===== src/hdl/can_ffs_regs.svh =====
// register offsets, field positions, mode codes, reset values and bus level of the
// fifo filter, filter support, sleep and test-mode block.
// assumes a 32-bit ahb-lite register window with word-aligned registers.
`ifndef CAN_FFS_REGS_SVH
`define CAN_FFS_REGS_SVH

// byte offsets inside the block's window
`define OFF_CHANNEL_CONTROL 8'h00
`define OFF_CHANNEL_STATUS 8'h04
`define OFF_FIFO_MASK_A 8'h08
`define OFF_FIFO_MASK_B 8'h0C
`define OFF_FIFO_COMPARE_ID_A 8'h10
`define OFF_FIFO_COMPARE_ID_B 8'h14
`define OFF_FILTER_SUPPORT 8'h18
`define OFF_FILTER_RESULT 8'h1C

// channel_control_reg fields
`define CTL_MODE_LSB 0
`define CTL_MODE_MSB 1
`define CTL_SLEEP_BIT 2
`define CTL_TEST_LSB 3
`define CTL_TEST_MSB 4
`define CTL_ID_FORMAT_SELECT_BIT 5
`define CTL_FIFO_MODE_BIT 6
`define CTL_WIDTH 7

// operating mode request codes
`define MODE_OPERATE 2'b00
`define MODE_RESET 2'b01
`define MODE_HALT 2'b10

// test mode codes
`define TEST_NONE 2'b00
`define TEST_LISTEN_ONLY 2'b01
`define TEST_EXT_LOOPBACK 2'b10
`define TEST_INT_LOOPBACK 2'b11

// compare id / mask layout: ide, rtr, then sid10..0 and eid17..0
`define ID_IDE_BIT 31
`define ID_RTR_BIT 30
`define ID_MSB 28
`define STD_ID_MSB 28
`define STD_ID_LSB 18
`define STD_UPPER_LSB 21

// reset values: the channel leaves reset in reset mode
`define CONTROL_RESET 7'h01
`define WORD_RESET 32'h0000_0000

// recessive level on the bus
`define CAN_RECESSIVE 1'b1

`endif


===== src/hdl/can_ffs_pkg.sv =====
// types shared by the fifo filter, sleep and test-mode block.
// the numeric constants live in can_ffs_regs.svh.
package can_ffs_pkg;

  // states reported on the status register
  typedef enum logic [2:0] {
    ST_RESET,
    ST_HALT,
    ST_OPERATE,
    ST_SLEEP
  } chan_state_e;

  typedef logic [31:0] word_t;

endpackage : can_ffs_pkg


===== src/hdl/fifo_accept_match.sv =====
// one compare-id / mask pair of the receive fifo acceptance filter.
// purely combinational; the parent registers everything it drives out.
`timescale 1ns/100ps
`include "can_ffs_regs.svh"

module fifo_accept_match (
  // received frame identity
  input wire can_ffs_pkg::word_t rx_word,
  // one filter pair and the format selection
  input wire can_ffs_pkg::word_t compare_id,
  input wire can_ffs_pkg::word_t mask,
  input wire logic id_format_select,
  // judgement of this pair
  output logic hit
);
  import can_ffs_pkg::*;

  logic id_ok;
  logic rtr_ok;
  logic ide_ok;

  // a mask bit of 0 drops the id bit, a 1 demands equality
  assign id_ok = (((rx_word[`ID_MSB:0] ^ compare_id[`ID_MSB:0]) & mask[`ID_MSB:0]) == 29'h0);
  // remote request bit is never masked
  assign rtr_ok = (rx_word[`ID_RTR_BIT] == compare_id[`ID_RTR_BIT]);
  // extended flag joins the compare only in mixed format
  assign ide_ok = !id_format_select || (rx_word[`ID_IDE_BIT] == compare_id[`ID_IDE_BIT]);
  assign hit = id_ok && rtr_ok && ide_ok;

endmodule : fifo_accept_match


===== config.mk =====
export PLATFORM = sky130hd
export DESIGN_NAME = fifo_accept_match
export DESIGN_NICKNAME = d
export VERILOG_FILES = /design/src/hdl/can_ffs_pkg.sv /design/src/hdl/fifo_accept_match.sv
export VERILOG_INCLUDE_DIRS = /design/src /design/src/hdl
export SDC_FILE = /design/constraint.sdc
export NUM_CORES = 1
export LEC_CHECK = 0
export BUFFER_PORTS_ARGS = -buffer_cell sky130_fd_sc_hd__buf_4
export CORE_UTILIZATION = 26
export DETAILED_ROUTE_END_ITERATION = 8
export GPL_TIMING_DRIVEN = 0
export PLACE_DENSITY_LB_ADDON = 0.1
export SLEW_MARGIN = 0
export SYNTH_ARGS = -nofsm -noshare
export SYNTH_HDL_FRONTEND = slang
export SYNTH_SLANG_ARGS = --single-unit

===== constraint.sdc =====
create_clock -name vclk -period 6.14
set_input_delay 1.842 -clock vclk [all_inputs]
set_output_delay 1.842 -clock vclk [all_outputs]
set_load 0.01 [all_outputs]

==> impl_metrics.tcl <==
set metrics [dict create \
    crit_required_ps 4300 \
    setup_viol_count_final 0 \
    antenna_left 0 \
    crit_type "primary input to output port" \
    syn_area_per_cell_um2 8.53 \
    routed_wl_um 1640 \
    drt-pass1-iter-count 4 \
    report.final.slew_viol_count 0 \
    drtIter0Drc 7 \
    post_cts_buffers 0 \
    cp.arrival_ps 3060 \
    syn_nets 147 \
    dieArea_um2 1810 \
    portBuffers 93 \
    hold_viol 0 \
    drc 0 \
    rsz0062_at_grt "false" \
    fin_cells 159 \
    seqCellArea_um2 0 \
    core-area_um2 1520 \
    crit_path_start_kind "primary input" \
    endpoint_kind "output port" \
    worst_pin_slew_ps 289 \
    status "finished, final reports clean" \
    ys_warn_count 0 \
    grt_pass1_wl_um 2590 \
    power.leakage_nw 0.623 \
    grt_max_degree 2 \
    fin_crit_ps 4900 \
    powerDensity_nw_per_um2 63.0 \
    placedCellCount 159 \
    place_congestion 0.630 \
    max_freq_ghz 0.204 \
    design.seq.count 0 \
    grt_overflow 0 \
    cts_resized 0 \
    ys_seq_area_frac 0 \
    synth_area_um2 427 \
    final_nets 242 \
    min_path_type "primary input to output port" \
    hpwl_um 1570 \
    drive_above_1_share 0.664 \
    critPathMaxFanout 1 \
    grt_pass1_vias 750 \
    grtUsageTotal 0.173 \
    syn_inst 50 \
    finalSetupTns_ps 0 \
    rows 14 \
    ys_types 9 \
    dr_total_vias 762 \
    cts_hold_buf 0 \
    antenna_found_initial 0 \
    n_antenna_cell 0 \
    nClkBuffers 0 \
    die_y_um 42.5 \
    power_mw 0.0722 \
    start_util 0.280 \
    area_growth_pct 168 \
    avgRoutedWirePerCell_um 10.3 \
    die_w_um 42.5 \
    vdd_drop_max_mv 0.0369 \
    cap_violations 0 \
    boundaryPins 98 \
    fin_crit_sh 0.798 \
    max-slew-margin-rel 0.808 \
    post_drt_via_cell_ratio 4.79 \
]
## through the flow
step / utilization / hold slack (ps) / instance area [um^2] / setup slack (ps)
2_1_floorplan: - / 3860 / 427 / 1520
3_3_place_gp: 0.751 / 4070 / 1140 / 1260
3_5_place_dp: 0.751 / 4080 / 1140 / 1220
4_1_cts: 0.751 / 4080 / 1140 / 1220
5_1_grt: 0.751 / 4110 / 1140 / 1140
6_report: 0.751 / 4080 / 1140 / 1240
## worst max-delay path, cell delays in order
cell	delay (ps)
buf_4	110
xor2_1	140
a22o_1	220
a221oi_1	250
nand4_1	150
nor3_2	200
buf_4	140
## cell type report
cell class	instances	area, um^2
repair buffers	93	698
well taps	16	20.0
fillers	130	379
multi-input cells	50	427
## report_power, final
| group | switching [mW] | internal (mW) | total, mW | leakage, nW |
|---|---|---|---|---|
| sequential | 0 | 0 | 0 | 0 |
| clock | 0 | 0 | 0 | 0 |
| combinational | 0.0206 | 0.0516 | 0.0722 | 0.623 |
| total | 0.0206 | 0.0516 | 0.0722 | 0.623 |
## Yosys cell counts
cell	number	area, um^2
a21oi_1	1	5.00
a221oi_1	2	17.5
a221oi_2	1	15.0
a222oi_1	1	10.0
a22o_1	3	26.3
a22oi_1	7	52.6
nand4_1	3	18.8
nor3_2	1	10.0
xor2_1	31	272
## path summary, 6_finish.rpt
kind | to | start | cells after the start | slack, ps
max | hit | compare_id[7] | 7 | 1240
min | hit | mask[13] | 5 | 4080
## routing by layer
metal | wire length [um] | part of all wire | up-vias | GRT usage
li1 | - | - | 377 | -
met1 | 405 | 0.25 | 327 | 0.131
met2 | 976 | 0.60 | 54 | 0.403
met3 | 229 | 0.14 | 4 | 0.0474
met4 | 25 | 0.015 | 0 | 0.0250
met5 | 0 | 0 | - | 0
## cells in the final DEF (no fill, tap or decap)
cell type,count
xor2_1,31
a221oi_2,1
a21oi_1,1
buf_4,93
a22o_1,3
nand4_1,3
a222oi_1,1
a22oi_1,7
nor3_2,1
a221oi_1,2
## logic make-up after synthesis
logic type      synth area share
compound gates             0.296
xor+xnor                   0.636
simple gates              0.0675
Note: power is estimated with default switching activity, not from simulation.
